`src/logic/dpm_pkg.sv`:
```
// constants, register map and carrier types for the pin mux block
// assumes one clock domain and a 32-bit avalon-mm register port
package dpm_pkg;

  // register byte offsets
  localparam logic [4:0] OFS_SYSCTL   = 5'h00;
  localparam logic [4:0] OFS_FLAG_DIR = 5'h04;
  localparam logic [4:0] OFS_FLAG_OUT = 5'h08;
  localparam logic [4:0] OFS_FLAG_IN  = 5'h0c;
  localparam logic [4:0] OFS_STRAP    = 5'h10;
  localparam logic [4:0] OFS_IRQ_STAT = 5'h14;
  localparam logic [4:0] OFS_IRQ_MASK = 5'h18;
  localparam logic [4:0] OFS_BUS      = 5'h1c;

  // interrupt status bit positions
  localparam int unsigned NIRQ          = 6;
  localparam int unsigned IRQ_EDGE_ONLY = 0;
  localparam int unsigned IRQ_LEVEL_A   = 1;
  localparam int unsigned IRQ_LEVEL_B   = 2;
  localparam int unsigned IRQ_CFG_2     = 3;
  localparam int unsigned IRQ_SER_0     = 4;
  localparam int unsigned IRQ_SER_1     = 5;

  // flag pin positions of the shared interrupt pins
  localparam int unsigned PF_EDGE_ONLY = 4;
  localparam int unsigned PF_LEVEL_A   = 5;
  localparam int unsigned PF_LEVEL_B   = 6;
  localparam int unsigned PF_CFG_2     = 7;

  // data pin positions used by the host port in host mode
  localparam int unsigned D_HWR  = 7;
  localparam int unsigned D_HRD  = 6;
  localparam int unsigned D_HAL  = 5;
  localparam int unsigned D_HSEL = 4;
  localparam int unsigned D_HACK = 3;

  // cycles the strap window stays open after reset release
  localparam logic [2:0] STRAP_HOLD = 3'h6;

  // sampled mode straps, mode d down to mode a
  typedef struct packed {
    logic ack_pp;
    logic host_mode;
    logic mode_b;
    logic mode_a;
  } dpm_strap_s;

  // system control register, bit 0 is serial
  typedef struct packed {
    logic irq1_edge;
    logic irq0_edge;
    logic irq_configurable_2_edge;
    logic serial;
  } dpm_sysctl_s;

  // host port strobes handed to the core
  typedef struct packed {
    logic wr_n;
    logic rd_n;
    logic al;
    logic sel_n;
  } dpm_hctl_s;

  localparam dpm_sysctl_s SYSCTL_RST = 4'h1;
  localparam dpm_hctl_s   HCTL_IDLE  = 4'hd;

endpackage : dpm_pkg

```
`src/logic/dpm_sync3.sv`:
```
// three-stage input synchroniser with agreement filter
// assumes asynchronous pin inputs and an active high async reset
module dpm_sync3 #(
  parameter int unsigned W    = 1,
  parameter logic [W-1:0] INIT = '1
) (
  input  wire logic         MCLK,
  input  wire logic         RST,
  input  wire logic [W-1:0] D,
  output logic      [W-1:0] Q
);
  import dpm_pkg::*;

  logic [W-1:0] s1_ff;
  logic [W-1:0] s2_ff;
  logic [W-1:0] s3_ff;

  // shift chain, first stage read only by the second
  always_ff @(posedge MCLK or posedge RST) begin
    if (RST) begin
      s1_ff <= INIT;
      s2_ff <= INIT;
      s3_ff <= INIT;
    end else begin
      s1_ff <= D;
      s2_ff <= s1_ff;
      s3_ff <= s2_ff;
    end
  end

  // a bit changes only once stages two and three agree
  for (genvar i = 0; i < W; i++) begin : g_filt
    always_ff @(posedge MCLK or posedge RST) begin
      if (RST) begin
        Q[i] <= INIT[i];
      end else if (s2_ff[i] == s3_ff[i]) begin
        Q[i] <= s3_ff[i];
      end
    end
  end

endmodule : dpm_sync3

```
`src/logic/dpm_pin_mux.sv`:
```
// pin function mux, mode straps, shared irq/flag pins, bus grant
// assumes a core behind the CORE_/HOST_/SER_ ports on the same clock
module dpm_pin_mux (
  input  wire logic                 MCLK,
  input  wire logic                 RST,
  input  wire logic [4:0]           AVS_ADDRESS,
  input  wire logic                 AVS_READ,
  input  wire logic                 AVS_WRITE,
  input  wire logic [31:0]          AVS_WRITEDATA,
  input  wire logic [3:0]           AVS_BYTEENABLE,
  output logic      [31:0]          AVS_READDATA,
  output logic                      AVS_WAITREQUEST,
  output logic                      IRQ,
  input  wire logic [7:0]           PF_I,
  output logic      [7:0]           PF_O,
  output logic      [7:0]           PF_OE,
  input  wire logic                 EXT_BUS_REQ_N,
  output logic                      EXT_BUS_GRANT_N,
  output logic                      BUS_GRANT_HUNG_N,
  input  wire logic [13:0]          ADDR_I,
  output logic      [13:0]          ADDR_O,
  output logic      [13:0]          ADDR_OE,
  input  wire logic [23:0]          DATA_I,
  output logic      [23:0]          DATA_O,
  output logic      [23:0]          DATA_OE,
  input  wire logic [1:0]           SP_FS_I,
  output logic      [1:0]           SP_FS_O,
  output logic      [1:0]           SP_FS_OE,
  input  wire logic                 SP_DR,
  output logic                      SP_DT,
  input  wire logic [13:0]          CORE_ADDR,
  input  wire logic [23:0]          CORE_WDATA,
  input  wire logic                 CORE_DRIVE,
  input  wire logic                 CORE_BYTE,
  input  wire logic [7:0]           CORE_BADDR,
  input  wire logic                 CORE_EXT_REQ,
  input  wire logic                 CORE_BUS_FREE,
  output logic      [23:0]          CORE_RDATA,
  input  wire logic [15:0]          HOST_IAD_O,
  input  wire logic                 HOST_IAD_OE,
  input  wire logic                 HOST_ACK_N,
  output logic      [15:0]          HOST_IAD_I,
  output dpm_pkg::dpm_hctl_s        HOST_CTL,
  output dpm_pkg::dpm_strap_s       MODE,
  input  wire logic [1:0]           SER_FS_O,
  input  wire logic [1:0]           SER_FS_OE,
  input  wire logic                 SER_DT,
  output logic      [1:0]           SER_FS_I,
  output logic                      SER_DR
);
  import dpm_pkg::*;

  logic [7:0]      pf_s;
  logic            req_n_s;
  logic [1:0]      fs_s;
  logic            dr_s;
  logic [13:0]     addr_s;
  logic [23:0]     data_s;
  logic            hold_ff;
  logic [2:0]      hold_cnt_ff;
  dpm_strap_s      strap_ff;
  logic [3:0]      strap_s1_ff;
  logic [3:0]      strap_s2_ff;
  logic [3:0]      strap_s3_ff;
  dpm_sysctl_s     sys_ff;
  logic [7:0]      dir_ff;
  logic [8:0]      fout_ff;
  logic [NIRQ-1:0] stat_ff;
  logic [NIRQ-1:0] mask_ff;
  logic [NIRQ-1:0] act_prev_ff;
  logic            granted_ff;
  logic            wait_ff;
  logic            bus_own;
  logic [7:0]      pf_eff;
  logic [NIRQ-1:0] act;
  logic [NIRQ-1:0] edge_sel;
  logic [NIRQ-1:0] fire;
  logic [NIRQ-1:0] clr;
  logic            do_wr;
  logic [31:0]     nxt_rdata;
  logic [13:0]     nxt_addr_o;
  logic [13:0]     nxt_addr_oe;
  logic [23:0]     nxt_data_o;
  logic [23:0]     nxt_data_oe;
  logic [15:0]     nxt_iad_i;
  dpm_hctl_s       nxt_hctl;

  //////////////////////////////////////////////////////////////////////
  // pin synchronisers
  dpm_sync3 #(
    .W    (50),
    .INIT ('1)
  ) u_sync (
    .MCLK (MCLK),
    .RST  (RST),
    .D    ({DATA_I, ADDR_I, SP_DR, SP_FS_I, EXT_BUS_REQ_N, PF_I}),
    .Q    ({data_s, addr_s, dr_s, fs_s, req_n_s, pf_s})
  );

  //////////////////////////////////////////////////////////////////////
  // settle window: flag, address and data pins stay released a few cycles after reset
  always_ff @(posedge MCLK or posedge RST) begin
    if (RST) begin
      hold_cnt_ff <= STRAP_HOLD;
      hold_ff     <= 1'b1;
    end else begin
      if (hold_cnt_ff != 3'h0) begin
        hold_cnt_ff <= hold_cnt_ff - 3'h1;
      end
      hold_ff <= (hold_cnt_ff != 3'h0);
    end
  end

  // strap chain has no reset, so the mode pins are seen during reset
  always_ff @(posedge MCLK) begin
    strap_s1_ff <= PF_I[3:0];
    strap_s2_ff <= strap_s1_ff;
    strap_s3_ff <= strap_s2_ff;
  end

  // strap capture only while reset is held, frozen after release
  always_ff @(posedge MCLK) begin
    if (RST && strap_s2_ff == strap_s3_ff) begin
      strap_ff <= strap_s3_ff;
    end
  end

  //////////////////////////////////////////////////////////////////////
  // avalon slave: one wait cycle, then the answer
  assign do_wr = AVS_WRITE & ~wait_ff;

  always_ff @(posedge MCLK or posedge RST) begin
    if (RST) begin
      wait_ff <= 1'b1;
    end else begin
      wait_ff <= ~((AVS_READ | AVS_WRITE) & wait_ff);
    end
  end

  // read mux, unmapped offsets read zero
  always_comb begin
    nxt_rdata = 32'h0000_0000;
    unique case (AVS_ADDRESS)
      OFS_SYSCTL:   nxt_rdata[3:0] = sys_ff;
      OFS_FLAG_DIR: nxt_rdata[7:0] = dir_ff;
      OFS_FLAG_OUT: nxt_rdata[8:0] = fout_ff;
      OFS_FLAG_IN:  nxt_rdata[8:0] = {dr_s, pf_s};
      OFS_STRAP:    nxt_rdata[3:0] = strap_ff;
      OFS_IRQ_STAT: nxt_rdata[NIRQ-1:0] = stat_ff;
      OFS_IRQ_MASK: nxt_rdata[NIRQ-1:0] = mask_ff;
      OFS_BUS:      nxt_rdata[1:0] = {~BUS_GRANT_HUNG_N, granted_ff};
      default:      nxt_rdata = 32'h0000_0000;
    endcase
  end

  always_ff @(posedge MCLK or posedge RST) begin
    if (RST) begin
      AVS_READDATA <= '0;
    end else if (AVS_READ & wait_ff) begin
      AVS_READDATA <= nxt_rdata;
    end
  end

  assign AVS_WAITREQUEST = wait_ff;

  // writable control registers
  always_ff @(posedge MCLK or posedge RST) begin
    if (RST) begin
      sys_ff  <= SYSCTL_RST;
      dir_ff  <= '0;
      fout_ff <= '1;
      mask_ff <= '0;
    end else begin
      if (do_wr & AVS_BYTEENABLE[0]) begin
        unique case (AVS_ADDRESS)
          OFS_SYSCTL:   sys_ff <= AVS_WRITEDATA[3:0];
          OFS_FLAG_DIR: dir_ff <= AVS_WRITEDATA[7:0];
          OFS_FLAG_OUT: fout_ff[7:0] <= AVS_WRITEDATA[7:0];
          OFS_IRQ_MASK: mask_ff <= AVS_WRITEDATA[NIRQ-1:0];
          default:      ;
        endcase
      end
      if (do_wr && AVS_BYTEENABLE[1] && AVS_ADDRESS == OFS_FLAG_OUT) begin
        fout_ff[8] <= AVS_WRITEDATA[8];
      end
    end
  end

  //////////////////////////////////////////////////////////////////////
  // interrupt sources: pin level includes our own flag drive
  assign pf_eff = (PF_O & PF_OE) | (pf_s & ~PF_OE);

  always_comb begin
    act = '0;
    act[IRQ_EDGE_ONLY] = ~pf_eff[PF_EDGE_ONLY];
    act[IRQ_LEVEL_A]   = ~pf_eff[PF_LEVEL_A];
    act[IRQ_LEVEL_B]   = ~pf_eff[PF_LEVEL_B];
    act[IRQ_CFG_2]     = ~pf_eff[PF_CFG_2];
    act[IRQ_SER_0]     = ~fs_s[0] & ~sys_ff.serial;
    act[IRQ_SER_1]     = ~fs_s[1] & ~sys_ff.serial;
    edge_sel = '0;
    edge_sel[IRQ_EDGE_ONLY] = 1'b1;
    edge_sel[IRQ_CFG_2]     = sys_ff.irq_configurable_2_edge;
    edge_sel[IRQ_SER_0]     = sys_ff.irq0_edge;
    edge_sel[IRQ_SER_1]     = sys_ff.irq1_edge;
  end

  // edge inputs fire at assertion, level inputs while held
  assign fire = hold_ff ? '0
              : (edge_sel & act & ~act_prev_ff) | (~edge_sel & act);
  assign clr  = (do_wr && AVS_ADDRESS == OFS_IRQ_STAT && AVS_BYTEENABLE[0])
              ? AVS_WRITEDATA[NIRQ-1:0] : '0;

  // sticky status, a set beats a same-cycle clear
  always_ff @(posedge MCLK or posedge RST) begin
    if (RST) begin
      stat_ff     <= '0;
      act_prev_ff <= '0;
      IRQ         <= 1'b0;
    end else begin
      stat_ff     <= (stat_ff & ~clr) | fire;
      act_prev_ff <= act;
      IRQ         <= |(stat_ff & mask_ff);
    end
  end

  //////////////////////////////////////////////////////////////////////
  // programmable flags, inputs only while the strap window is open
  always_ff @(posedge MCLK or posedge RST) begin
    if (RST) begin
      PF_O  <= '1;
      PF_OE <= '0;
    end else begin
      PF_O  <= fout_ff[7:0];
      PF_OE <= hold_ff ? 8'h00 : dir_ff;
    end
  end

  //////////////////////////////////////////////////////////////////////
  // external bus request, grant and grant-hung
  always_ff @(posedge MCLK or posedge RST) begin
    if (RST) begin
      granted_ff       <= 1'b0;
      EXT_BUS_GRANT_N  <= 1'b1;
      BUS_GRANT_HUNG_N <= 1'b1;
    end else begin
      if (req_n_s) begin
        granted_ff      <= 1'b0;
        EXT_BUS_GRANT_N <= 1'b1;
      end else if (CORE_BUS_FREE & ~hold_ff) begin
        granted_ff      <= 1'b1;
        EXT_BUS_GRANT_N <= 1'b0;
      end
      BUS_GRANT_HUNG_N <= ~(granted_ff & CORE_EXT_REQ);
    end
  end

  assign bus_own = ~granted_ff & ~hold_ff;

  //////////////////////////////////////////////////////////////////////
  // shared bus pins, role chosen by the captured memory-mode strap
  always_comb begin
    nxt_addr_o  = CORE_ADDR;
    nxt_addr_oe = {14{bus_own}};
    nxt_data_o  = CORE_BYTE ? {CORE_BADDR, CORE_WDATA[15:0]} : CORE_WDATA;
    nxt_data_oe = {24{bus_own & CORE_DRIVE}};
    if (bus_own & CORE_BYTE) begin
      nxt_data_oe[23:16] = 8'hff;
    end
    nxt_hctl  = HCTL_IDLE;
    nxt_iad_i = 16'h0000;
    if (strap_ff.host_mode) begin
      nxt_addr_o[13:1]  = HOST_IAD_O[12:0];
      nxt_addr_oe[13:1] = {13{HOST_IAD_OE}};
      nxt_data_o[2:0]   = HOST_IAD_O[15:13];
      nxt_data_oe[2:0]  = {3{HOST_IAD_OE}};
      nxt_data_oe[D_HWR:D_HSEL] = 4'h0;
      nxt_data_o[D_HWR:D_HSEL]  = 4'h0;
      nxt_data_o[D_HACK]  = strap_ff.ack_pp & HOST_ACK_N;
      nxt_data_oe[D_HACK] = strap_ff.ack_pp | ~HOST_ACK_N;
      nxt_hctl.wr_n  = data_s[D_HWR];
      nxt_hctl.rd_n  = data_s[D_HRD];
      nxt_hctl.al    = data_s[D_HAL];
      nxt_hctl.sel_n = data_s[D_HSEL];
      nxt_iad_i      = {data_s[2:0], addr_s[13:1]};
    end
    if (hold_ff) begin
      nxt_addr_oe = '0;
      nxt_data_oe = '0;
    end
  end

  // registered pin drive and core-side returns
  always_ff @(posedge MCLK or posedge RST) begin
    if (RST) begin
      ADDR_O     <= '0;
      ADDR_OE    <= '0;
      DATA_O     <= '0;
      DATA_OE    <= '0;
      HOST_CTL   <= HCTL_IDLE;
      HOST_IAD_I <= '0;
      CORE_RDATA <= '0;
      MODE       <= '0;
    end else begin
      ADDR_O     <= nxt_addr_o;
      ADDR_OE    <= nxt_addr_oe;
      DATA_O     <= nxt_data_o;
      DATA_OE    <= nxt_data_oe;
      HOST_CTL   <= nxt_hctl;
      HOST_IAD_I <= nxt_iad_i;
      CORE_RDATA <= strap_ff.host_mode ? {data_s[23:8], 8'h00} : data_s;
      MODE       <= strap_ff;
    end
  end

  //////////////////////////////////////////////////////////////////////
  // second serial port pins: serial signals or irq/flag pair
  always_ff @(posedge MCLK or posedge RST) begin
    if (RST) begin
      SP_FS_O  <= '0;
      SP_FS_OE <= '0;
      SP_DT    <= 1'b1;
      SER_FS_I <= '1;
      SER_DR   <= 1'b0;
    end else if (sys_ff.serial) begin
      SP_FS_O  <= SER_FS_O;
      SP_FS_OE <= SER_FS_OE;
      SP_DT    <= SER_DT;
      SER_FS_I <= fs_s;
      SER_DR   <= dr_s;
    end else begin
      SP_FS_O  <= '0;
      SP_FS_OE <= 2'b00;
      SP_DT    <= fout_ff[8];
      SER_FS_I <= '1;
      SER_DR   <= 1'b0;
    end
  end
endmodule : dpm_pin_mux

```
`config.mk`:
```
export PLATFORM = sky130hd
export DESIGN_NAME = dpm_pin_mux
export DESIGN_NICKNAME = d
export VERILOG_FILES = /design/src/logic/dpm_pkg.sv /design/src/logic/dpm_sync3.sv /design/src/logic/dpm_pin_mux.sv
export SDC_FILE = /design/constraint.sdc
export NUM_CORES = 1
export LEC_CHECK = 0
export ABC_AREA = 1
export BUFFER_PORTS_ARGS = -buffer_cell sky130_fd_sc_hd__clkbuf_2
export CORE_UTILIZATION = 54
export CTS_BUF_LIST = sky130_fd_sc_hd__clkbuf_2 sky130_fd_sc_hd__clkbuf_4 sky130_fd_sc_hd__clkbuf_8
export CTS_CLUSTER_SIZE = 20
export DETAILED_ROUTE_END_ITERATION = 8
export PLACE_DENSITY = 0.9
export SYNTH_ARGS = -nofsm -noshare
export SYNTH_HDL_FRONTEND = slang
export SYNTH_SLANG_ARGS = --single-unit
```
`constraint.sdc`:
```
create_clock -name MCLK -period 13.55 [get_ports MCLK]
set_input_delay 2.71 -clock MCLK [delete_from_list [all_inputs] [get_ports MCLK]]
set_output_delay 2.71 -clock MCLK [all_outputs]
set_load 0.005 [all_outputs]
```
==> summary.md <==
The run finished with clean final reports. For this run, design rule violations remaining after detail routing come to 0. The routed layout has 7740 vias. The floorplan has 56 rows.

The maximum fanout encountered on the critical timing path is 4, and the die extent in x is 156 um. In this run, flip-flops and latches consume 53.2% of the power. The die is 156 um tall. The synthesized design spends more area on one cell type than any other, namely sky130_fd_sc_hd__dfstp_2. The final hold violation count is 0. For this block, the initial DRC count from the detailed router was 451. After synthesis, the largest family of logic cells by area is simple AND/OR/NAND/NOR gates. The synthesized netlist devotes 0.273% of its cell area to XOR and XNOR gates. Net switching is 21.8% of the power. The standard cell with the maximum stage delay on the critical path is sky130_fd_sc_hd__dfstp_2. TritonCTS built the clock tree.

The netlist uses 34 different library cells. The synthesized netlist devotes 2.11% of its cell area to compound gates. Once detailed placement completed, the half-perimeter wirelength came to 16700 um. The Yosys warning count was 0; the cell area power density was 156 nW/um2. For the finished layout, the period the worst path requires is 3970 ps.

The tree is rooted in a sky130_fd_sc_hd__clkbuf_8. The startpoint kind of the worst setup timing path is a flop. Number of instances in the synthesized netlist: 961. The run gives 23400 um2 as the core area.

In the post-synthesis netlist, the cell with the most instances is sky130_fd_sc_hd__dfstp_2. The number of global-route vias before repair is 7782, and the area of the die is 24400 um2. For this design the total switching power over the nets is 531 uW. The number of search-and-repair iterations in the first detailed-routing pass is 7, and the final RePlAce weighted congestion is 0.914.

The number of setup buffers added after CTS is 0. After routing, the total negative slack on setup checks comes to 0 ps. Cells with a size suffix above 1 make up 49.4% of the layout. The remaining antenna violation count after routing came out at 0. The clock-pin slew on the worst setup and hold paths is 60 ps.

Entering global routing, the biggest net connects 175 pins. The tools report the initial antenna violation count as 2. For the tightest slew margin relative to the limit, the log shows 35.1%. Max-cap violations in this run came to 0. The area of placed instances was 14400 um2; the clock latency on the worst-skew pair was 580 ps.

The synthesized netlist devotes 4.01% of its cell area to adder and majority cells. Gates resized during post-CTS repair numbered 0. The average instance area after synthesis was 13.4 um2.

Setup violations remaining at the end of the flow were counted as 0. STA puts the critical path data arrival time at 1260 ps. The most common flop cell mapped by yosys is sky130_fd_sc_hd__dfstp_2. Setup repair after global routing left no endpoint under its margin.

The tightest min-delay check is of the flop to flop type. At the worst endpoint, the required time is 10840 ps. For this design the static power due to leakage is 0.00775 uW. Buffers inserted to repair hold after CTS numbered 0. Vias per cell: 4.72.

After synthesis, flip-flops and latches occupy 76.7% of the total area. The total wire length after detailed routing was 24500 um. By count the netlist is led by sky130_fd_sc_hd__dfstp_2, sky130_fd_sc_hd__nand2_1, sky130_fd_sc_hd__dfrtp_1. Largest clock skew in the final design: 39.1 ps. The number of levels in the clock H-tree is 2, and the multiplexer area fraction after synthesis is 0.263%.

The family of cells with the greatest summed delay on the critical path is flip-flops. The number of input and output port buffers inserted is 302, and the delay contributed by the slowest stage of the critical path is 560 ps. Across the VDD grid, the largest voltage drop is 0.101 mV. For the pin with the worst max-slew slack, the measured transition is 974 ps. The run gives 384 as the clock sink count.

The tools report the internal power component as 1910 uW. The logs give 56 for the TritonCTS buffer count and 5.9% for the share of power burned in combinational logic. The final max-slew violation count came out at 0. After synthesis, the share of flip-flops with an asynchronous set or reset is 95.8%. Static timing analysis puts the maximum clock frequency at 252 MHz. The wire length per cell works out to 14.9 um. Start-to-end type of the worst setup path: flop to output port. The leftover overflow at the end of global routing came out at 0. For the global-route wire length before repair, the log shows 38600 um. By area the synthesized netlist is led by sky130_fd_sc_hd__dfstp_2, sky130_fd_sc_hd__dfrtp_1, sky130_fd_sc_hd__nand2_1, sky130_fd_sc_hd__maj3_1, sky130_fd_sc_hd__buf_4.

The cell area after layout was 15700 um2. In this run, synthesis inferred 4 flip-flops with an integrated enable. The number of top-level design ports came out at 352.

The portion of total power attributed to the clock network was 40.9%; the simple logic cell fraction of the synthesized area was 10.3%. For this run, the post-layout net count is 1443. The tools report the overall routing resource usage as 20.4%. The flop and latch count out of synthesis works out to 384.

Summed over its instances, the top area cell type makes up 46.2% of the synthesized netlist area. In this run the deepest clock path goes through 3 buffers. The buffer and inverter count on the worst path is 1. Relative to the synthesized area, the layout overhead comes to 22.0%.

The share of the cycle needed by the critical path after routing is 29.3%. Initial standard-cell utilization of the core: 54.9%. Traced cell by cell, the critical path runs through clkbuf_2. The run gives 12800 um2 as the synthesized cell area.

The tools report the nature of the critical path endpoint as an output port.
-- power groups by stage --
stage	clock [uW]	combinational (uW)	sequential [uW]
after floorplan	0	83.7	1310
after global placement	0	141	1310
after detailed placement	0	146	1320
after CTS	1030	147	1300
after global routing	1080	164	1300
final	998	144	1300
-- cells in the final DEF, fill, tap and decap left out, types with 3 or more instances in the layout --
cell type	instances
sky130_fd_sc_hd__edfxtp_1	4
sky130_fd_sc_hd__clkbuf_2	302
sky130_fd_sc_hd__dfxtp_1	12
sky130_fd_sc_hd__nor2_4	4
sky130_fd_sc_hd__nand4_1	31
sky130_fd_sc_hd__dfstp_2	226
sky130_fd_sc_hd__nand3_1	13
sky130_fd_sc_hd__a21oi_1	9
sky130_fd_sc_hd__nor2_1	43
sky130_fd_sc_hd__mux2_2	3
sky130_fd_sc_hd__clkinv_2	3
sky130_fd_sc_hd__nand2_1	211
sky130_fd_sc_hd__clkinvlp_4	3
sky130_fd_sc_hd__clkinv_1	3
sky130_fd_sc_hd__clkbuf_4	25
sky130_fd_sc_hd__dfrtp_1	142
sky130_fd_sc_hd__inv_1	76
sky130_fd_sc_hd__xor2_1	3
sky130_fd_sc_hd__maj3_1	49
sky130_fd_sc_hd__conb_1	23
sky130_fd_sc_hd__o21ai_0	39
sky130_fd_sc_hd__clkbuf_8	73
-- layout make-up --
type | count | area (um2)
repair buffers | 305 | 1550
diodes | 1 | 2.50
flip-flops and latches | 384 | 9850
fillers | 1684 | 7730
clock inverters | 8 | 97.6
clock buffers | 98 | 1190
inverters | 81 | 312
well taps | 319 | 399
multi-input cells | 445 | 2270
-- flip-flops by register name (all words and copies together) (netlist names), 9 cells and up --
register	count
HOST_IAD_I	16
u_sync.s1_ff	49
ADDR_O	14
u_sync.s3_ff	49
CORE_RDATA	24
u_sync.Q	49
DATA_O	24
u_sync.s2_ff	49
AVS_READDATA	9
fout_ff	9
-- per-layer routing --
metal	share of wire [%]	global-route usage, %	up-vias
met5	0.037	0	-
met4	3.1	9.43	2
met3	6.2	4.60	69
met2	51	34.1	315
met1	40	25.4	3755
li1	-	-	3599
-- cells by family after synthesis --
| logic type | Yosys count |
|---|---|
| xor+xnor | 4 |
| simple gates | 312 |
| buf+inv | 154 |
| fa+ha+maj | 51 |
| mux | 3 |
| compound gates | 52 |
| flops | 384 |
| other cells | 1 |
-- worst register-to-register path, delay by kind of cell, from the launching register on --
kind,cells,cell delay [ps]
flip-flops,1,320
buffers and inverters,1,70
AND/OR/NAND/NOR,3,800
-- metrics by stage --
stage | hold WS (ps) | std cells | total power (uW) | utilization, % | setup WS, ps
after CTS | 320 | 1640 | 2470 | 67.0 | 9530
after global routing | 333 | 1641 | 2550 | 67.0 | 9450
final | 322 | 1641 | 2440 | 67.0 | 9580
after global placement | 311 | 1534 | 1450 | 61.4 | 9170
after floorplan | 310 | 983 | 1390 | - | 978
after detailed placement | 314 | 1534 | 1460 | 61.4 | 9140
-- final timing paths --
kind	to	startpoint	slack, ps	cells after the start
hold reg to reg	strap_s2_ff[3]	strap_s1_ff[3]	320	0
setup / recovery	AVS_WAITREQUEST	AVS_WAITREQUEST	9580	1
setup reg to reg	strap_ff[0]	strap_s2_ff[1]	11970	4
hold / removal	strap_s2_ff[3]	strap_s1_ff[3]	320	0
min in group asynchronous	DATA_O[8]	RST	2290	2
max in group asynchronous	CORE_RDATA[14]	RST	9790	3
No activity file was read; power rests on OpenSTA's default activity.
